===== src/common/can_filt_pkg.sv =====
package can_filt_pkg;
  // register byte offsets
  localparam logic [11:0] off_mask_source_select = 12'h000;
  localparam logic [11:0] off_buffer_pointer = 12'h004;
  localparam logic [11:0] off_mask0 = 12'h008;
  localparam logic [11:0] off_mask1 = 12'h00c;
  localparam logic [11:0] off_mask2 = 12'h010;
  localparam logic [11:0] off_filter_enable = 12'h014;
  localparam logic [11:0] off_tx_buffer_flags = 12'h018;
  localparam logic [11:0] off_last_hit = 12'h01c;
  localparam logic [11:0] off_filter_id_base = 12'h040;
  localparam logic [11:0] off_msg_buffer_base = 12'h100;
  // field layout
  localparam int mask_source_width = 2;
  localparam int buffer_pointer_width = 4;
  localparam int filter_first = 8;
  localparam int filter_count = 8;
  localparam int hit_lsb = 8;
  localparam int hit_msb = 12;
  localparam logic [3:0] pointer_to_fifo = 4'hf;
  // mask source codes
  localparam logic [1:0] src_mask0 = 2'h0;
  localparam logic [1:0] src_mask1 = 2'h1;
  localparam logic [1:0] src_mask2 = 2'h2;
  localparam logic [1:0] src_reserved = 2'h3;
  // reset values
  localparam logic [15:0] rst_mask_source_select = 16'h0000;
  localparam logic [31:0] rst_buffer_pointer = 32'h0000_0000;
  localparam logic [10:0] rst_mask = 11'h000;
  localparam logic [7:0] rst_filter_enable = 8'h00;
  localparam logic [15:0] rst_tx_buffer_flags = 16'h0000;
  localparam logic [10:0] rst_filter_id = 11'h000;

  // received frame handed over by the protocol engine
  typedef struct packed {
    logic [10:0] id;
    logic [7:0] byte7;
    logic [7:0] byte6;
  } rx_msg_t;

  // frame routed to the receive fifo
  typedef struct packed {
    logic [4:0] hit;
    logic [10:0] id;
    logic [7:0] byte7;
    logic [7:0] byte6;
  } fifo_msg_t;
endpackage


===== src/rtl/can_filter_mask_and_msg_buffer.sv =====
`timescale 1ns/100ps
module can_filter_mask_and_msg_buffer #(
  parameter int num_buffers = 16
) (
  input wire logic clk,
  input wire logic rst,
  input wire logic psel,
  input wire logic penable,
  input wire logic pwrite,
  input wire logic [11:0] paddr,
  input wire logic [31:0] pwdata,
  output logic [31:0] prdata,
  output logic pready,
  output logic pslverr,
  input wire logic rx_valid,
  input wire can_filt_pkg::rx_msg_t rx_msg,
  output logic fifo_valid,
  output can_filt_pkg::fifo_msg_t fifo_msg,
  output logic rx_dropped
);
  import can_filt_pkg::*;

  // software-visible control and status state
  logic [15:0] mask_source_select;
  logic [31:0] buffer_pointer;
  logic [10:0] mask0;
  logic [10:0] mask1;
  logic [10:0] mask2;
  logic [7:0] filter_enable;
  logic [15:0] tx_buffer_flags;
  logic [5:0] last_hit;
  logic [10:0] filter_id [filter_count];
  logic [15:0] word6 [num_buffers];
  logic [4:0] hit_code [num_buffers];

  // mask for one filter from its two-bit source code
  function automatic logic [10:0] pick_mask(input logic [1:0] code, input logic [10:0] m0,
                                            input logic [10:0] m1, input logic [10:0] m2);
    case (code)
      src_mask0: pick_mask = m0;
      src_mask1: pick_mask = m1;
      src_mask2: pick_mask = m2;
      default: pick_mask = 11'h7ff;
    endcase
  endfunction

  // two-bit mask source field of the filter at position idx
  function automatic logic [1:0] source_of(input logic [15:0] sel, input int idx);
    source_of = sel[mask_source_width*idx +: mask_source_width];
  endfunction

  // hit code for the filter at position idx above the first filter
  function automatic logic [4:0] hit_of(input logic [2:0] idx);
    hit_of = 5'(filter_first) + {2'h0, idx};
  endfunction

  // four-bit buffer pointer of the filter at position idx
  function automatic logic [3:0] pointer_of(input logic [31:0] ptrs, input logic [2:0] idx);
    pointer_of = ptrs[buffer_pointer_width*idx +: buffer_pointer_width];
  endfunction

  // apb decode
  logic wr_en;
  logic rd_en;
  logic in_filter_ids;
  logic in_buffers;
  logic [2:0] filt_idx;
  logic [3:0] buf_idx;
  logic word_sel;
  logic mapped;
  assign wr_en = psel && penable && pwrite;
  assign rd_en = psel && !pwrite;
  assign in_filter_ids = paddr[11:5] == off_filter_id_base[11:5] && paddr[1:0] == 2'h0;
  assign in_buffers = paddr[11:8] == off_msg_buffer_base[11:8] && paddr[1:0] == 2'h0
                      && int'(paddr[7:3]) < num_buffers;
  assign filt_idx = paddr[4:2];
  assign buf_idx = paddr[6:3];
  assign word_sel = paddr[2];
  assign pready = 1'b1;

  // address map check for the slave error
  always_comb begin
    mapped = 1'b1;
    case (paddr)
      off_mask_source_select, off_buffer_pointer, off_mask0, off_mask1, off_mask2,
      off_filter_enable, off_tx_buffer_flags, off_last_hit: mapped = 1'b1;
      default: mapped = in_filter_ids || in_buffers;
    endcase
  end

  // per-filter compare: enabled, legal source code, id equal where the mask is set
  logic [7:0] filter_hits;
  always_comb begin
    logic [1:0] code;
    logic [10:0] m;
    code = src_mask0;
    m = 11'h000;
    filter_hits = 8'h00;
    for (int i = 0; i < filter_count; i++) begin
      code = source_of(mask_source_select, i);
      m = pick_mask(code, mask0, mask1, mask2);
      filter_hits[i] = filter_enable[i] && code != src_reserved
                       && ((rx_msg.id ^ filter_id[i]) & m) == 11'h000;
    end
  end

  // lowest filter number wins when several match
  logic match_any;
  logic [2:0] match_idx;
  logic [1:0] match_src;
  always_comb begin
    match_any = 1'b0;
    match_idx = 3'h0;
    for (int i = filter_count - 1; i >= 0; i--) begin
      if (filter_hits[i]) begin
        match_any = 1'b1;
        match_idx = 3'(i);
      end
    end
  end
  assign match_src = source_of(mask_source_select, int'(match_idx));

  // routing of the winning filter's frame
  logic accept;
  logic [3:0] route;
  logic [4:0] hit_number;
  logic to_fifo;
  logic to_buffer;
  assign accept = rx_valid && match_any;
  assign route = pointer_of(buffer_pointer, match_idx);
  assign hit_number = hit_of(match_idx);
  assign to_fifo = accept && route == pointer_to_fifo;
  assign to_buffer = accept && route != pointer_to_fifo && int'(route) < num_buffers
                     && !tx_buffer_flags[route];

  // control registers
  always_ff @(posedge clk or posedge rst) begin
    if (rst) begin
      mask_source_select <= rst_mask_source_select;
      buffer_pointer <= rst_buffer_pointer;
      mask0 <= rst_mask;
      mask1 <= rst_mask;
      mask2 <= rst_mask;
      filter_enable <= rst_filter_enable;
      tx_buffer_flags <= rst_tx_buffer_flags;
    end else if (wr_en) begin
      case (paddr)
        off_mask_source_select: mask_source_select <= pwdata[15:0];
        off_buffer_pointer: buffer_pointer <= pwdata;
        off_mask0: mask0 <= pwdata[10:0];
        off_mask1: mask1 <= pwdata[10:0];
        off_mask2: mask2 <= pwdata[10:0];
        off_filter_enable: filter_enable <= pwdata[7:0];
        off_tx_buffer_flags: tx_buffer_flags <= pwdata[15:0];
        default: ;
      endcase
    end
  end

  // filter identifiers
  always_ff @(posedge clk or posedge rst) begin
    if (rst) begin
      for (int i = 0; i < filter_count; i++) filter_id[i] <= rst_filter_id;
    end else if (wr_en && in_filter_ids) begin
      filter_id[filt_idx] <= pwdata[10:0];
    end
  end

  // message buffers, no reset; a stored frame overrides a same-cycle write
  always_ff @(posedge clk) begin
    if (wr_en && in_buffers) begin
      if (!word_sel) word6[buf_idx] <= pwdata[15:0];
      else hit_code[buf_idx] <= pwdata[hit_msb:hit_lsb];
    end
    if (to_buffer) begin
      word6[route] <= {rx_msg.byte7, rx_msg.byte6};
      hit_code[route] <= hit_number;
    end
  end

  // fifo hand-off and status
  always_ff @(posedge clk or posedge rst) begin
    if (rst) begin
      fifo_valid <= 1'b0;
      fifo_msg <= '0;
      rx_dropped <= 1'b0;
      last_hit <= 6'h00;
    end else begin
      fifo_valid <= to_fifo;
      rx_dropped <= rx_valid && !(to_fifo || to_buffer);
      if (to_fifo) fifo_msg <= '{hit: hit_number, id: rx_msg.id, byte7: rx_msg.byte7,
                                  byte6: rx_msg.byte6};
      if (accept) last_hit <= {1'b1, hit_number};
    end
  end

  // read mux
  always_ff @(posedge clk or posedge rst) begin
    if (rst) begin
      prdata <= 32'h0000_0000;
    end else begin
      prdata <= 32'h0000_0000;
      if (rd_en && !penable) begin
        case (paddr)
          off_mask_source_select: prdata <= {16'h0000, mask_source_select};
          off_buffer_pointer: prdata <= buffer_pointer;
          off_mask0: prdata <= {21'h0, mask0};
          off_mask1: prdata <= {21'h0, mask1};
          off_mask2: prdata <= {21'h0, mask2};
          off_filter_enable: prdata <= {24'h0, filter_enable};
          off_tx_buffer_flags: prdata <= {16'h0000, tx_buffer_flags};
          off_last_hit: prdata <= {26'h0, last_hit};
          default: begin
            if (in_filter_ids) prdata <= {21'h0, filter_id[filt_idx]};
            else if (in_buffers && !word_sel) prdata <= {16'h0000, word6[buf_idx]};
            else if (in_buffers) prdata <= {19'h0, hit_code[buf_idx], 8'h00};
          end
        endcase
      end else if (psel && penable && !pwrite) begin
        prdata <= prdata;
      end
    end
  end

  // slave error only in the access phase of an unmapped address
  assign pslverr = psel && penable && !mapped;

  // mask selection and filter priority
  a_mask_zero_pick: assert property (@(posedge clk) disable iff (rst)
    accept && match_src == src_mask0 |-> ((rx_msg.id ^ filter_id[match_idx]) & mask0) == 11'h0)
    else $error("accepted frame differs from filter under mask 0");
  a_mask_one_pick: assert property (@(posedge clk) disable iff (rst)
    accept && match_src == src_mask1 |-> ((rx_msg.id ^ filter_id[match_idx]) & mask1) == 11'h0)
    else $error("accepted frame differs from filter under mask 1");
  a_mask_two_pick: assert property (@(posedge clk) disable iff (rst)
    accept && match_src == src_mask2 |-> ((rx_msg.id ^ filter_id[match_idx]) & mask2) == 11'h0)
    else $error("accepted frame differs from filter under mask 2");
  a_reserved_no_hit: assert property (@(posedge clk) disable iff (rst)
    accept |-> source_of(mask_source_select, int'(match_idx)) != src_reserved)
    else $error("filter with reserved mask source accepted a frame");
  a_lowest_filter_wins: assert property (@(posedge clk) disable iff (rst)
    accept |-> (filter_hits & ((8'h01 << match_idx) - 8'h01)) == 8'h00)
    else $error("a lower numbered filter also matched the frame");
  a_enabled_filter_hit: assert property (@(posedge clk) disable iff (rst)
    accept |-> filter_enable[match_idx])
    else $error("disabled filter accepted a frame");
  a_unmatched_dropped: assert property (@(posedge clk) disable iff (rst)
    rx_valid && !accept |=> rx_dropped)
    else $error("frame with no matching filter not reported as dropped");

  // message buffer storage
  a_word6_stored: assert property (@(posedge clk) disable iff (rst)
    to_buffer |=> word6[$past(route)] == {$past(rx_msg.byte7), $past(rx_msg.byte6)})
    else $error("payload bytes not stored in word 6");
  a_hit_code_stored: assert property (@(posedge clk) disable iff (rst)
    to_buffer |=> hit_code[$past(route)] == hit_of($past(match_idx)))
    else $error("hit code does not name the accepting filter");
  a_tx_not_written: assert property (@(posedge clk) disable iff (rst)
    to_buffer |-> !tx_buffer_flags[route])
    else $error("transmit buffer written by receive path");
  a_tx_hit_kept: assert property (@(posedge clk) disable iff (rst)
    accept && route != pointer_to_fifo && tx_buffer_flags[route] && !(wr_en && in_buffers)
    |=> hit_code[$past(route)] == $past(hit_code[route]))
    else $error("hardware changed the hit code of a transmit buffer");
  a_word6_sw_write: assert property (@(posedge clk) disable iff (rst)
    wr_en && in_buffers && !word_sel && !(to_buffer && route == buf_idx)
    |=> word6[$past(buf_idx)] == $past(pwdata[15:0]))
    else $error("software write to word 6 lost");
  a_hit_sw_write: assert property (@(posedge clk) disable iff (rst)
    wr_en && in_buffers && word_sel && !(to_buffer && route == buf_idx)
    |=> hit_code[$past(buf_idx)] == $past(pwdata[hit_msb:hit_lsb]))
    else $error("software write to the hit field lost");

  // fifo hand-off and status
  a_fifo_route: assert property (@(posedge clk) disable iff (rst)
    accept && route == pointer_to_fifo |=> fifo_valid && fifo_msg.id == $past(rx_msg.id))
    else $error("frame for fifo not handed over");
  a_fifo_payload: assert property (@(posedge clk) disable iff (rst)
    to_fifo |=> fifo_msg.byte7 == $past(rx_msg.byte7)
                && fifo_msg.byte6 == $past(rx_msg.byte6))
    else $error("fifo payload bytes differ from the frame");
  a_fifo_hit_code: assert property (@(posedge clk) disable iff (rst)
    to_fifo |=> fifo_msg.hit == hit_of($past(match_idx)))
    else $error("fifo hit code does not name the accepting filter");
  a_fifo_pulse_only: assert property (@(posedge clk) disable iff (rst)
    !to_fifo |=> !fifo_valid)
    else $error("fifo valid without a frame routed to the fifo");
  a_fifo_msg_hold: assert property (@(posedge clk) disable iff (rst)
    !to_fifo |=> fifo_msg == $past(fifo_msg))
    else $error("fifo frame changed without a new frame");
  a_last_hit_code: assert property (@(posedge clk) disable iff (rst)
    accept |=> last_hit == {1'b1, hit_of($past(match_idx))})
    else $error("last hit register does not name the accepting filter");

  // register read data
  a_sel_readback: assert property (@(posedge clk) disable iff (rst)
    psel && !penable && !pwrite && paddr == off_mask_source_select
    |=> prdata == {16'h0000, $past(mask_source_select)})
    else $error("mask source select read data wrong");
  a_word6_read_path: assert property (@(posedge clk) disable iff (rst)
    psel && !penable && !pwrite && in_buffers && !word_sel
    |=> prdata == {16'h0000, $past(word6[buf_idx])})
    else $error("word 6 read data wrong");
  a_word7_read_path: assert property (@(posedge clk) disable iff (rst)
    psel && !penable && !pwrite && in_buffers && word_sel
    |=> prdata == {19'h0, $past(hit_code[buf_idx]), 8'h00})
    else $error("word 7 read data wrong");
endmodule


===== config.mk =====
export PLATFORM = sky130hd
export DESIGN_NAME = can_filter_mask_and_msg_buffer
export DESIGN_NICKNAME = d
export VERILOG_FILES = /design/src/common/can_filt_pkg.sv /design/src/rtl/can_filter_mask_and_msg_buffer.sv
export SDC_FILE = /design/constraint.sdc
export NUM_CORES = 1
export LEC_CHECK = 0
export BUFFER_PORTS_ARGS = -buffer_cell sky130_fd_sc_hd__buf_2
export CORE_MARGIN = 2
export CORE_UTILIZATION = 56
export CTS_CLUSTER_DIAMETER = 80
export CTS_CLUSTER_SIZE = 30
export DETAILED_ROUTE_END_ITERATION = 8
export PLACE_DENSITY = 0.76
export SLEW_MARGIN = 10
export SYNTH_ARGS = -nofsm -noshare
export SYNTH_HDL_FRONTEND = slang
export SYNTH_SLANG_ARGS = --single-unit

===== constraint.sdc =====
create_clock -name clk -period 8.6 [get_ports clk]
set_input_delay 0.86 -clock clk [delete_from_list [all_inputs] [get_ports clk]]
set_output_delay 0.86 -clock clk [all_outputs]
set_load 0.01 [all_outputs]

==> results.json <==
{
  "crit_buf_inv": 0,
  "yosysUniqueCellTypes": 74,
  "crit_arrival_ns": 7.35,
  "endpoint_kind": "flop",
  "critPathSlowestCell": "nor2_2",
  "cts_tree": "done",
  "syn_area_per_cell_um2": 13.5,
  "slew_headroom": 0.112,
  "cts_resized": 0,
  "worst_slew_pin_slew_ns": 1.33,
  "cts-root-buf": "clkbuf_16",
  "clk_path_buf_depth": 3,
  "cts_setup_buffers": 0,
  "vias": 22000,
  "first_global_vias": 21600,
  "drive_gt1_frac": 0.373,
  "grt_max_degree": 130,
  "remaining_drc_errors": 0,
  "synth-async-reset-ratio": 0.438,
  "grt_pass1_wl_um": 153000,
  "drt_iter0_markers": 2980,
  "synth_seq_cells": 598,
  "p_leak_uw": 0.0135,
  "place.gp.congestion": 0.989,
  "cp_data_required_time_ns": 9.01,
  "cpLargestDelayFamily": "simple AND/OR/NAND/NOR gates",
  "htreeDepth": 1,
  "stdcell_area_um2": 34500,
  "dp_hpwl_um": 69900,
  "finalSetupViolations": 0,
  "rsz0062_at_grt": "no",
  "via_per_inst": 7.05,
  "die_w_um": 244,
  "ant_nets": 0,
  "clk_pin_slew_ns": 0.11,
  "final_net_count": 2420,
  "die-area_um2": 59500,
  "critPathLaunchType": "flop",
  "yosysWarnings": 0,
  "wl_per_cell_um": 34.0,
  "status": "completed",
  "coreArea_um2": 56600,
  "fmax_mhz": 144,
  "synth_top_area_cell": "edfxtp_1",
  "first_pass_iters": 9,
  "synth_flop_cell": "edfxtp_1",
  "fin_crit_ns": 6.94,
  "ys_seq_area_frac": 0.507,
  "netlist_area_um2": 32200,
  "area_delta_synth_final_pct": 6.92,
  "synth-edff-count": 304,
  "ctsHoldBuffers": 0,
  "numCtsBuffers": 31,
  "cts.sinks": 598,
  "port_buffers": 142,
  "crit_chain": "nand2b_1, o21ai_0, o22ai_1, or4_1, o22ai_1, o2111ai_4, mux2i_1, mux2i_1, mux2i_2, nand3_1, or3_1, nor2_2, mux2_2",
  "syn_inst": 2382,
  "rows": 87,
  "skew_ns": 0.0536,
  "synth_nets": 2459,
  "p_per_area_nw_per_um2": 152,
  "yosysTopAreaCellShare": 0.283,
  "maxCapViolations": 0,
  "setup_tns_ns": 0,
  "post-place-ws_ns": 1.73,
  "die_h_um": 244,
  "finalCritPeriodShare": 0.807,
  "clk_latency_ns": 0.66,
  "grt_overflow": 0,
  "slew_viol_final": 0,
  "slowest_delay_ns": 1.00,
  "antenna_found_initial": 4,
  "finalWorstSetupSlack_ns": 1.66,
  "hold_viol": 0,
  "place_area_um2": 33300,
  "ios": 145,
  "start_util": 0.569,
  "synthTopCellsByArea": "edfxtp_1 (28%), dfrtp_1 (20%), mux2_2 (16%)",
  "diodes": 0,
  "hp-class": "in -> async",
  "vdd_drop_max_uv": 172,
  "drt_wl_total_um": 106000,
  "grt_usage": 0.355,
  "path_class": "reg -> reg",
  "cp_max_fo": 28
}
==> final cells by class <==
type | count | area [um^2]
inverter | 7 | 33.8
clock inverter | 20 | 317
timing repair buffer | 192 | 1090
fill | 4429 | 22200
tap | 756 | 946
multi-input combinational | 1513 | 14900
sequential | 598 | 16300
clock buffer | 38 | 822
==> cell usage in the layout (no fill, tap or decap), types with 7 or more instances in the layout <==
cell	n
a21oi_1	16
nand4_1	20
o2111ai_1	11
or2_2	10
mux2_1	46
a22oi_1	21
nor2b_1	7
nor2_1	59
a222oi_1	11
o21ai_2	9
mux4_2	127
edfxtp_1	304
mux2_2	453
mux2i_1	169
nand2b_1	14
dfrtp_1	262
o21ai_0	105
o22ai_1	26
nand3_1	19
or3_1	12
xor2_1	83
buf_4	51
nor3_1	8
clkbuf_16	31
a221oi_1	11
dfxtp_1	32
nand2_1	106
a22o_1	27
buf_2	140
nand4b_1	8
o211ai_1	29
==> layer usage <==
layer / track usage / share of wire / vias up
met5: 0 / 0.00023 / -
met4: 0.147 / 0.053 / 4
met3: 0.0722 / 0.11 / 325
met2: 0.533 / 0.44 / 1450
met1: 0.507 / 0.40 / 11300
li1: - / - / 8964
==> flip-flops by register name (all words and copies together), names as in the netlist, 16 cells and up <==
register,count
word6,256
filter_id,88
hit_code,80
buffer_pointer,32
prdata,32
fifo_msg,31
mask_source_select,16
tx_buffer_flags,16
==> path summary, 6_finish.rpt <==
path	start	to	slack, ns	depth (start not counted)
setup / recovery	mask_source_select[9]$_DFFE_PP0P_	word6[13][11]$_DFFE_PP_	1.66	13
hold reg to reg	prdata[4]$_DFFE_PP0P_	prdata[4]$_DFFE_PP0P_	0.49	1
min in group clk	pwdata[16]	buffer_pointer[16]$_DFFE_PP0P_	0.45	2
max in group asynchronous	rst	filter_id[45]$_DFFE_PP0P_	6.51	3
setup reg to reg	mask_source_select[9]$_DFFE_PP0P_	word6[13][11]$_DFFE_PP_	1.66	13
hold / removal	rst	fifo_msg[12]$_DFFE_PP0P_	0.38	2
==> cell families after synthesis <==
family | count (synthesis) | share of synthesized area
multiplexers | 799 | 0.318
flip-flops | 598 | 0.507
AND/OR/NAND/NOR | 311 | 0.0509
XOR/XNOR | 88 | 0.0239
other | 2 | 0.000233
AO/OA/AOI/OAI | 313 | 0.0655
buffers and inverters | 271 | 0.0351
==> metrics by stage <==
stage	power (uW)	hold slack, ns	cells	util
3_5_place_dp	3430	0.462	3066	0.589
6_report	5230	0.385	3124	0.609
3_3_place_gp	3420	0.449	3066	0.589
4_1_cts	5230	0.439	3124	0.609
5_1_grt	5350	0.445	3124	0.609
2_1_floorplan	3300	0.436	2382	-
==> worst register-to-register path, cell delays in order (launching register included) <==
cell and delay (ns):
dfrtp_1 0.68, nand2b_1 0.50, o21ai_0 0.49, o22ai_1 0.18, or4_1 0.55, o22ai_1 0.32, o2111ai_4 0.64, mux2i_1 0.40
mux2i_1 0.14, mux2i_2 0.33, nand3_1 0.47, or3_1 0.58, nor2_2 1.00, mux2_2 0.44
==> synthesized netlist by cell type, drive strengths merged (10+ instances only) <==
master   instances
mux2           501
edfxtp         304
dfrtp          262
clkbuf         177
mux2i          171
mux4           127
o21ai          121
nand2          108
buf             87
xor2            83
nor2            63
dfxtp           32
o211ai          30
o22ai           28
a22o            27
a22oi           21
nand3           21
nand4           21
a21oi           16
nor3            16
nand2b          15
o2111ai         12
or3             12
a221oi          11
a222oi          11
or2             10
==> where the power goes <==
group          total [uW]  switching (uW)  internal (uW)
clock network        1850            1070            779
registers            3010            3.88           3010
logic                 369             243            126
(Power assumes the default switching activity.)
